--- config.mk ---
export PLATFORM = sky130hd
export DESIGN_NAME = local_irq_router
export DESIGN_NICKNAME = d
export VERILOG_FILES = /design/src/core/irq_route_pkg.sv /design/src/core/bus_quiet_timer.sv /design/src/core/local_irq_router.sv
export SDC_FILE = /design/constraint.sdc
export NUM_CORES = 1
export LEC_CHECK = 0
export BUFFER_PORTS_ARGS = -buffer_cell sky130_fd_sc_hd__buf_2
export CAP_MARGIN = 10
export CORE_ASPECT_RATIO = 2
export CORE_UTILIZATION = 59
export DETAILED_ROUTE_END_ITERATION = 12
export PLACE_DENSITY = 0.84
export SETUP_SLACK_MARGIN = 0.02
export SLEW_MARGIN = 20
export SYNTH_ARGS = -nofsm -noshare
export SYNTH_HDL_FRONTEND = slang
export SYNTH_SLANG_ARGS = --single-unit
export TNS_END_PERCENT = 20
--- constraint.sdc ---
create_clock -name mclk -period 5.5 [get_ports mclk]
set_input_delay 1.65 -clock mclk [delete_from_list [all_inputs] [get_ports mclk]]
set_output_delay 1.65 -clock mclk [all_outputs]
set_load 0.01 [all_outputs]
--- src/core/irq_route_pkg.sv ---
// constants and carrier types for the local interrupt routing block
// assumes one clock domain and an avalon-mm register slave with 32-bit data
//
// Behaviour
// - 3-bit selector steers cache bus error
// - bus error forwarded only when mask bit is clear
// - mask bit one suppresses bus error
// - four core monitor requests routed by word
// - set view sets bits written one
// - clear view clears bits written one
// - upper nibble routes monitor to fast
// - lower nibble routes monitor to normal
// - fast route wins, never both inputs
// - 3-bit selector steers local tick
// - tick selector updates only with key 0x01
// - quiet bus raises core zero normal
// - outstanding traffic reloads sixteen times plus fifteen
// - counter decrements each idle clock edge down to zero, then holds
// - zero count requests only when enabled
// - quiet value twenty bits, sixteen-cycle units
package irq_route_pkg;

  // ---------------------------------------------------------------
  // register byte offsets
  // ---------------------------------------------------------------
  localparam logic [7:0] OFS_CLUSTER_CTRL = 8'h00;
  localparam logic [7:0] OFS_BUS_ERROR_ROUTE = 8'h0C;
  localparam logic [7:0] OFS_PM_SET = 8'h10;
  localparam logic [7:0] OFS_PM_CLEAR = 8'h14;
  localparam logic [7:0] OFS_TICK_ROUTE = 8'h24;
  localparam logic [7:0] OFS_QUIET_CTRL = 8'h30;
  localparam logic [7:0] OFS_EVT_STATUS = 8'h80;
  localparam logic [7:0] OFS_EVT_CLEAR = 8'h84;
  localparam logic [7:0] OFS_EVT_ENABLE = 8'h88;

  // ---------------------------------------------------------------
  // field positions and widths
  // ---------------------------------------------------------------
  localparam int BUS_ERR_MASK_BIT = 6;
  localparam int BUS_ERR_SEL_LSB = 4;
  localparam int SEL_W = 3;
  localparam int PM_FAST_LSB = 4;
  localparam int PM_W = 8;
  localparam int KEY_LSB = 24;
  localparam int KEY_W = 8;
  localparam logic [7:0] TICK_KEY = 8'h01;
  localparam int QUIET_EN_BIT = 20;
  localparam int QUIET_VAL_W = 20;
  localparam int QUIET_CNT_W = 24;
  localparam logic [3:0] QUIET_FILL = 4'hF;
  localparam int EVT_W = 3;
  localparam int EVT_BUS_ERR = 0;
  localparam int EVT_QUIET = 1;
  localparam int EVT_TICK = 2;

  // ---------------------------------------------------------------
  // reset values
  // ---------------------------------------------------------------
  localparam logic [SEL_W-1:0] SEL_RESET = 3'h0;
  localparam logic [PM_W-1:0] PM_RESET = 8'h00;
  localparam logic [KEY_W-1:0] KEY_RESET = 8'h00;
  localparam logic [QUIET_VAL_W-1:0] QUIET_VAL_RESET = 20'h00000;
  localparam logic [QUIET_CNT_W-1:0] QUIET_CNT_RESET = 24'h00000F;

  // one request line per core, normal and fast
  typedef struct packed {
    logic [3:0] fast;
    logic [3:0] normal;
  } core_req_t;

endpackage : irq_route_pkg

--- src/core/bus_quiet_timer.sv ---
// bus-quiet detector: counts idle cycles after the last outstanding transaction
// assumes axi_busy comes from logic on the same clock
`timescale 1ns/1ps
module bus_quiet_timer (
  input wire logic mclk,
  input wire logic arst_n,
  input wire logic axi_busy,
  input wire logic quiet_irq_enable,
  input wire logic [irq_route_pkg::QUIET_VAL_W-1:0] quiet_value,
  output logic quiet_request
);

  // ---------------------------------------------------------------
  // counter
  // ---------------------------------------------------------------
  logic [irq_route_pkg::QUIET_CNT_W-1:0] cnt_q;
  logic [irq_route_pkg::QUIET_CNT_W-1:0] cnt_d;
  logic [irq_route_pkg::QUIET_CNT_W-1:0] reload;
  logic at_zero;

  // value times sixteen plus fifteen is a shift with ones filled in
  assign reload = {quiet_value, irq_route_pkg::QUIET_FILL};
  assign at_zero = (cnt_q == '0);
  // holding at zero keeps the request up until traffic or software ends it
  assign cnt_d = axi_busy ? reload : (at_zero ? cnt_q : cnt_q - 1'b1);

  always_ff @(posedge mclk or negedge arst_n) begin
    if (!arst_n) begin
      cnt_q <= irq_route_pkg::QUIET_CNT_RESET;
    end else begin
      cnt_q <= cnt_d;
    end
  end

  assign quiet_request = at_zero && quiet_irq_enable;
endmodule : bus_quiet_timer

--- src/core/local_irq_router.sv ---
// local interrupt routing for a four-core cluster with avalon-mm registers
// assumes all request inputs are on mclk; cores sample the registered outputs
//
// Decided for this implementation: the register addresses and the Avalon-MM slave port.
`timescale 1ns/1ps
module local_irq_router (
  input wire logic mclk,
  input wire logic arst_n,
  input wire logic [7:0] avs_address,
  input wire logic avs_read,
  input wire logic avs_write,
  input wire logic [31:0] avs_writedata,
  input wire logic [3:0] avs_byteenable,
  output logic [31:0] avs_readdata,
  output logic avs_waitrequest,
  input wire logic bus_error_request,
  input wire logic [3:0] perfmon_core_request,
  input wire logic local_tick_request,
  input wire logic axi_busy,
  output logic [3:0] core_normal_request,
  output logic [3:0] core_fast_request,
  output logic irq_out
);

  // ---------------------------------------------------------------
  // helpers
  // ---------------------------------------------------------------

  // 3-bit selector to one request line: 0..3 normal, 4..7 fast
  function automatic irq_route_pkg::core_req_t sel_route(
    input logic [irq_route_pkg::SEL_W-1:0] sel,
    input logic req
  );
    irq_route_pkg::core_req_t r;
    r = '0;
    if (sel[2]) begin
      r.fast[sel[1:0]] = req;
    end else begin
      r.normal[sel[1:0]] = req;
    end
    return r;
  endfunction : sel_route

  // byte enables widened to a bit mask
  function automatic logic [31:0] lane_mask(input logic [3:0] be);
    logic [31:0] m;
    m = '0;
    for (int i = 0; i < 4; i++) begin
      m[i*8 +: 8] = {8{be[i]}};
    end
    return m;
  endfunction : lane_mask

  // ---------------------------------------------------------------
  // bus slave handshake
  // ---------------------------------------------------------------
  logic ack_q;
  logic [31:0] rdata_q;
  logic req_any;
  logic wr_go;
  logic [31:0] wmask;
  logic [31:0] wbits;

  // one wait cycle per access; the access completes when ack_q is high
  assign req_any = avs_read || avs_write;
  assign avs_waitrequest = req_any && !ack_q;
  assign wr_go = avs_write && ack_q;
  assign wmask = lane_mask(avs_byteenable);
  assign wbits = avs_writedata & wmask;
  assign avs_readdata = rdata_q;

  // named write strobes
  logic wr_cluster;
  logic wr_be_route;
  logic wr_pm_set;
  logic wr_pm_clear;
  logic wr_tick;
  logic wr_quiet;
  logic wr_evt_clear;
  logic wr_evt_enable;

  assign wr_cluster = wr_go && avs_address == irq_route_pkg::OFS_CLUSTER_CTRL;
  assign wr_be_route = wr_go && avs_address == irq_route_pkg::OFS_BUS_ERROR_ROUTE;
  assign wr_pm_set = wr_go && avs_address == irq_route_pkg::OFS_PM_SET;
  assign wr_pm_clear = wr_go && avs_address == irq_route_pkg::OFS_PM_CLEAR;
  assign wr_tick = wr_go && avs_address == irq_route_pkg::OFS_TICK_ROUTE;
  assign wr_quiet = wr_go && avs_address == irq_route_pkg::OFS_QUIET_CTRL;
  assign wr_evt_clear = wr_go && avs_address == irq_route_pkg::OFS_EVT_CLEAR;
  assign wr_evt_enable = wr_go && avs_address == irq_route_pkg::OFS_EVT_ENABLE;

  // ---------------------------------------------------------------
  // control registers
  // ---------------------------------------------------------------
  logic bus_error_mask_q;
  logic [irq_route_pkg::SEL_W-1:0] be_sel_q;
  logic [irq_route_pkg::PM_W-1:0] pm_word_q;
  logic [irq_route_pkg::PM_W-1:0] pm_word_d;
  logic [irq_route_pkg::KEY_W-1:0] tick_key_q;
  logic [irq_route_pkg::SEL_W-1:0] tick_sel_q;
  logic tick_key_ok;
  logic quiet_irq_enable_q;
  logic [irq_route_pkg::QUIET_VAL_W-1:0] quiet_value_q;
  logic [irq_route_pkg::EVT_W-1:0] evt_enable_q;

  // the set and clear views share one word; set and clear at one address never meet
  assign pm_word_d = wr_pm_set ? (pm_word_q | wbits[irq_route_pkg::PM_W-1:0]) :
                     wr_pm_clear ? (pm_word_q & ~wbits[irq_route_pkg::PM_W-1:0]) :
                     pm_word_q;

  // key is judged on the whole write, so the top byte lane must be enabled
  assign tick_key_ok = avs_byteenable[3] &&
                       avs_writedata[irq_route_pkg::KEY_LSB +: irq_route_pkg::KEY_W] == irq_route_pkg::TICK_KEY;

  // plain read/write control, all cleared by reset
  always_ff @(posedge mclk or negedge arst_n) begin
    if (!arst_n) begin
      bus_error_mask_q <= 1'b0;
      be_sel_q <= irq_route_pkg::SEL_RESET;
      pm_word_q <= irq_route_pkg::PM_RESET;
      tick_key_q <= irq_route_pkg::KEY_RESET;
      tick_sel_q <= irq_route_pkg::SEL_RESET;
      quiet_irq_enable_q <= 1'b0;
      quiet_value_q <= irq_route_pkg::QUIET_VAL_RESET;
      evt_enable_q <= '0;
    end else begin
      if (wr_cluster && avs_byteenable[0]) begin
        bus_error_mask_q <= avs_writedata[irq_route_pkg::BUS_ERR_MASK_BIT];
      end
      if (wr_be_route && avs_byteenable[0]) begin
        be_sel_q <= avs_writedata[irq_route_pkg::BUS_ERR_SEL_LSB +: irq_route_pkg::SEL_W];
      end
      pm_word_q <= pm_word_d;
      if (wr_tick && avs_byteenable[3]) begin
        tick_key_q <= avs_writedata[irq_route_pkg::KEY_LSB +: irq_route_pkg::KEY_W];
      end
      if (wr_tick && avs_byteenable[0] && tick_key_ok) begin
        tick_sel_q <= avs_writedata[irq_route_pkg::SEL_W-1:0];
      end
      if (wr_quiet && avs_byteenable[2]) begin
        quiet_irq_enable_q <= avs_writedata[irq_route_pkg::QUIET_EN_BIT];
      end
      if (wr_quiet) begin
        quiet_value_q <= (quiet_value_q & ~wmask[irq_route_pkg::QUIET_VAL_W-1:0]) |
                         wbits[irq_route_pkg::QUIET_VAL_W-1:0];
      end
      if (wr_evt_enable) begin
        evt_enable_q <= (evt_enable_q & ~wmask[irq_route_pkg::EVT_W-1:0]) | wbits[irq_route_pkg::EVT_W-1:0];
      end
    end
  end

  // ---------------------------------------------------------------
  // routing
  // ---------------------------------------------------------------
  logic [3:0] pm_fast_mask;
  logic [3:0] pm_normal_mask;
  logic bus_error_live;
  logic quiet_request;
  irq_route_pkg::core_req_t be_route;
  irq_route_pkg::core_req_t tick_route;
  irq_route_pkg::core_req_t pm_route;
  irq_route_pkg::core_req_t all_route;

  assign pm_fast_mask = pm_word_q[irq_route_pkg::PM_FAST_LSB +: 4];
  assign pm_normal_mask = pm_word_q[3:0];
  // mask bit set means the error never leaves the block
  assign bus_error_live = bus_error_request && !bus_error_mask_q;
  assign be_route = sel_route(be_sel_q, bus_error_live);
  assign tick_route = sel_route(tick_sel_q, local_tick_request);
  // each core's monitor request is routed to its own inputs only
  assign pm_route.fast = perfmon_core_request & pm_fast_mask;
  assign pm_route.normal = perfmon_core_request & pm_normal_mask & ~pm_fast_mask;
  assign all_route.fast = be_route.fast | tick_route.fast | pm_route.fast;
  assign all_route.normal = be_route.normal | tick_route.normal | pm_route.normal |
                            {3'h0, quiet_request};

  bus_quiet_timer u_quiet (
    .mclk(mclk),
    .arst_n(arst_n),
    .axi_busy(axi_busy),
    .quiet_irq_enable(quiet_irq_enable_q),
    .quiet_value(quiet_value_q),
    .quiet_request(quiet_request)
  );

  // registered requests: one cycle of latency, clean edges at the cores
  irq_route_pkg::core_req_t out_q;
  always_ff @(posedge mclk or negedge arst_n) begin
    if (!arst_n) begin
      out_q <= '0;
    end else begin
      out_q <= all_route;
    end
  end

  assign core_normal_request = out_q.normal;
  assign core_fast_request = out_q.fast;

  // ---------------------------------------------------------------
  // event status and interrupt
  // ---------------------------------------------------------------
  logic [irq_route_pkg::EVT_W-1:0] evt_set;
  logic [irq_route_pkg::EVT_W-1:0] evt_clr;
  logic [irq_route_pkg::EVT_W-1:0] evt_status_q;

  assign evt_set = {local_tick_request, quiet_request, bus_error_live};
  assign evt_clr = wr_evt_clear ? wbits[irq_route_pkg::EVT_W-1:0] : '0;

  // a new event in the clear cycle survives: set wins over clear
  always_ff @(posedge mclk or negedge arst_n) begin
    if (!arst_n) begin
      evt_status_q <= '0;
    end else begin
      evt_status_q <= (evt_status_q & ~evt_clr) | evt_set;
    end
  end

  assign irq_out = |(evt_status_q & evt_enable_q);

  // ---------------------------------------------------------------
  // read path
  // ---------------------------------------------------------------
  logic [31:0] rd_mux;
  assign rd_mux =
    avs_address == irq_route_pkg::OFS_CLUSTER_CTRL ?
      32'(bus_error_mask_q) << irq_route_pkg::BUS_ERR_MASK_BIT :
    avs_address == irq_route_pkg::OFS_BUS_ERROR_ROUTE ?
      32'(be_sel_q) << irq_route_pkg::BUS_ERR_SEL_LSB :
    (avs_address == irq_route_pkg::OFS_PM_SET || avs_address == irq_route_pkg::OFS_PM_CLEAR) ?
      32'(pm_word_q) :
    avs_address == irq_route_pkg::OFS_TICK_ROUTE ?
      {tick_key_q, 21'h00000, tick_sel_q} :
    avs_address == irq_route_pkg::OFS_QUIET_CTRL ?
      {11'h000, quiet_irq_enable_q, quiet_value_q} :
    avs_address == irq_route_pkg::OFS_EVT_STATUS ? 32'(evt_status_q) :
    avs_address == irq_route_pkg::OFS_EVT_ENABLE ? 32'(evt_enable_q) :
    32'h00000000; // unmapped and write-only read as zero

  // read data is sampled in the wait cycle and stands through the completing edge
  always_ff @(posedge mclk or negedge arst_n) begin
    if (!arst_n) begin
      ack_q <= 1'b0;
      rdata_q <= 32'h00000000;
    end else begin
      ack_q <= req_any && !ack_q;
      rdata_q <= rd_mux;
    end
  end
endmodule : local_irq_router

After elaboration in Yosys (flattened, before gate mapping) --
Index checks and enable logic that the tools add are counted.
Cells by class: $add $sub $neg 1, $mul 0, divide/modulo/power cells 0, order comparisons 4, eq/ne operators 10, shift operators 0, muxes and demuxes 20, bitwise gates (word level) 25, reductions and logical operators 29
Operators by type and width (number):
- 32-bit two-way mux | 4
- 24-bit two-way mux | 2
- 20-bit AND | 2
- 8-bit equality test, second input constant | 3
- 24-bit logical NOT | 1
- 24-bit by 1-bit subtractor with 24-bit output, second input constant | 1
- 1-bit logical AND | 21
- 21-bit two-way mux | 1
- 4-bit AND | 5
- 20-bit inverter | 1
- 20-bit bitwise OR | 1
- 8-bit by 5-bit equality test with 1-bit output, second input constant | 2
- 8-bit by 6-bit equality test with 1-bit output, second input constant | 2
- 4-bit two-way mux | 4
- 8-bit two-way mux | 2
- 4-bit bitwise OR | 4
- 3-bit AND | 3
- 3-bit two-way mux | 3
- 8-bit AND | 1
- 8-bit by 1-bit equality test with 1-bit output, second input constant | 1
- 8-bit by 4-bit equality test with 1-bit output, second input constant | 1
- 8-bit logical NOT | 1
- 8-bit inverter | 1
- 8-bit bitwise OR | 1
- 13 further kinds | 21
Storage, ports and cells: register bits 115, bits in latches 0, RAM bits 0, memory bits (read-only) 0, input port bits 55, output and inout bits 42, logic and storage cells 103, memories 0

Longest topological paths before layout --
depth in word-level cells 9, depth in mapped cells 8, mapped depth without buffers 7

Modules after synthesis --
A second synthesis with hierarchy kept.
Unflattened totals: cells, all modules 465, area, all modules 5235.0 µm²
By module, submodules not included:
- local_irq_router | instances 1, cells each 294, area each 3716.1 µm², seq. area each 2202.1 µm²
- bus_quiet_timer | instances 1, cells each 171, area each 1519.0 µm², seq. area each 605.6 µm²

Worst setup path after synthesis --
Ideal clock, no wire load.
kind input to output, from in avs_write, to out avs_waitrequest, arrival time 1859 ps, required time 3850 ps, slack 1991 ps, cell stages on the path 2, path buffers 0, cell sequence nor2_1 > nor2_1
Between the ends: word-level cells in the longest chain between the ends 2
Ends and longest elaborated chain:
- start: declaration | RTL line local_irq_router.sv:11 | input wire logic avs_write,
- 1-bit logical OR | RTL line local_irq_router.sv:65 | assign req_any = avs_read || avs_write;
- 1-bit logical AND | RTL line local_irq_router.sv:66 | assign avs_waitrequest = req_any && !ack_q;
- end: declaration | RTL line local_irq_router.sv:15 | output logic avs_waitrequest,
Every way passes these cells.

Worst setup path after layout --
Same ends and word-level chain as after synthesis.

==> reports/qor.yml <==
status: "completed"
yosysWarnings: 0
area_growth_pct: 15.71
layout.cells.non_filler: 642
synthCells: 455
tns_ns: 0
worstMarginPinSlew_ns: 1.164
slew_headroom: 0.2171
wire_per_inst_um: 17.98
pin_count: 97
cp-end-kind: "primary output"
via_per_inst: 5.949
start_kind: "input pin"
io_buffers: 90
fin_nets: 597
h-tree-depth: 3
antenna_left: 0
fin_crit_ns: 3.748
clk_pin_slew_ns: 0.07
via_count: 3819
ys_ff_latch: 112
synth.most_common_cell: "dfrtp_1"
firstDrtPassIters: 5
maxCapViolations: 0
drv_slew: 0
wl_met2_um: 6562
num_rows: 47
initial_core_util: 0.6089
final_util: 0.7045
holdCritPathClass: "reg2reg"
ir_drop_v: 0.0002438
finalPower_mw: 1.593
synth_common_cells: "108 x dfrtp_1, 61 x nand2_1, 39 x mux2_2"
cts_resized: 0
syn_avg_cell_area_um2: 11.10
route.layer.met1.wl_um: 4094
synth_edf_count: 0
cp_max_fo: 5
period_share: 0.6815
die_x_um: 67.41
drc: 0
p_leak_nw: 2.844
fp.dieH_um: 132.8
grt_max_degree: 84
routed_wirelength_um: 11540
crit_type: "in2out"
dpl.cell_count: 627
synth_area_leaders: "dfrtp_1 54%, mux2_2 8.7%, nand2_1 4.5%"
ctsHoldBuffers: 0
post_cts_buffers: 0
grt.overflow.total: 0
synth_top_cell_by_area: "dfrtp_1"
netlist_area_um2: 5049
cts_tree: "done"
grt_use_total: 0.2828
drive_above_1_share: 0.2923
fin_skew_ns: 0.01057
root_buffer: "clkbuf_16"
synth_top_area_frac: 0.5353
setup_viol: 0
gp_congestion: 0.8978
crit_arrival_ns: 2.10
hold_ws_ns: 0.4759
antenna_found_initial: 0
synthArstFlopShare: 1.000
finalHoldViolations: 0
grt_pass1_wl_um: 18530
highest_layer: "met4"
clock_latency_ns: 0.35
dieArea_um2: 8953
cts_sinks: 112
yosysUniqueCellTypes: 56
crit_required_ns: 3.85
seq_area_frac_synth: 0.5561
synth-main-ff-cell: "dfrtp_1"
core_area_um2: 8292
dr_wl_met3_um: 392
hpwl_um: 8470
n_antenna_cell: 0
first_global_vias: 3905
grt_setup_unrepaired: "false"
max_freq_ghz: 0.2668
drt_iter0_drc: 269
pwr_density_cell_nw_per_um2: 272.6
cts_made_buffers: 9
clockBufferDepth: 2
through the flow:
| step | area (um^2) | setup slack, ns |
|---|---|---|
| after floorplan | 5056 | 1.991 |
| after global placement | 5537 | 1.609 |
| after detailed placement | 5537 | 1.524 |
| after CTS | 5832 | 1.761 |
| after global routing | 5842 | 1.719 |
| final | 5842 | 1.752 |
where the power goes:
part	internal [mW]	leakage (nW)	switching [mW]
registers	0.836	1.52	0.0107
clock network	0.353	0.134	0.295
logic	0.0365	1.19	0.0622
total	1.23	2.84	0.368
cell type report:
cell class                      count  area [um^2]
Clock buffer                        9        225.2
Clock inverter                      6        70.07
Fill cell                         589         2450
Inverter                            7        26.28
Multi-Input combinational cell    319         2126
Sequential cell                   112         2808
Tap cell                           98        122.6
Timing Repair Buffer               91        464.2
metal layers:
| layer | up-vias | GRT usage |
|---|---|---|
| li1 | 1781 | - |
| met4 | 0 | 0.1714 |
| met2 | 108 | 0.4939 |
| met5 | - | 0 |
| met3 | 34 | 0.05259 |
| met1 | 1896 | 0.2983 |
kinds of logic after synthesis:
| group | count (synthesis) | synth area share |
|---|---|---|
| multiplexers | 43 | 0.09492 |
| other | 1 | 0.0007428 |
| AND/OR/NAND/NOR | 180 | 0.1896 |
| flip-flops | 112 | 0.5561 |
| adder cells (fa/ha/maj) | 2 | 0.004956 |
| buffers and inverters | 26 | 0.02553 |
| XOR/XNOR | 20 | 0.03470 |
| AO/OA/AOI/OAI | 71 | 0.09344 |
layout by cell type, fill, tap and decap left out, drive strengths merged, types with 7 or more instances in the layout:
| cell type | n |
|---|---|
| nor3 | 14 |
| buf | 91 |
| and2 | 22 |
| nand4 | 7 |
| nand2 | 61 |
| mux2 | 39 |
| inv | 8 |
| or3 | 7 |
| xnor2 | 9 |
| o31ai | 7 |
| o221ai | 7 |
| o21ai | 21 |
| a21oi | 13 |
| xor2 | 11 |
| dfrtp | 108 |
| clkbuf | 9 |
| nand3 | 7 |
| nor2 | 21 |
path summary, 6_finish.rpt:
| check | start | slack, ns | endpoint | depth (start not counted) |
|---|---|---|---|---|
| min | tick_key_q[1]$_DFFE_PN0P_ | 0.48 | avs_readdata[25]$_DFF_PN0_ | 1 |
| max in group asynchronous | arst_n | 3.33 | core_normal_request[3]$_DFF_PN0_ | 2 |
| max reg2reg | u_quiet.cnt_q[0]$_DFFE_PN1P_ | 2.64 | u_quiet.cnt_q[20]$_DFFE_PN0P_ | 7 |
| min reg2reg | tick_key_q[1]$_DFFE_PN0P_ | 0.48 | avs_readdata[25]$_DFF_PN0_ | 1 |
| min in group asynchronous | arst_n | 1.33 | u_quiet.cnt_q[8]$_DFFE_PN0P_ | 1 |
| max | avs_write | 1.75 | avs_waitrequest | 4 |
worst max-delay path: stages:
cell	delay, ns
buf_2	0.12
nor2_1	0.05
nor2_1	0.12
buf_2	0.15
No activity file was read; power rests on OpenSTA's default activity.
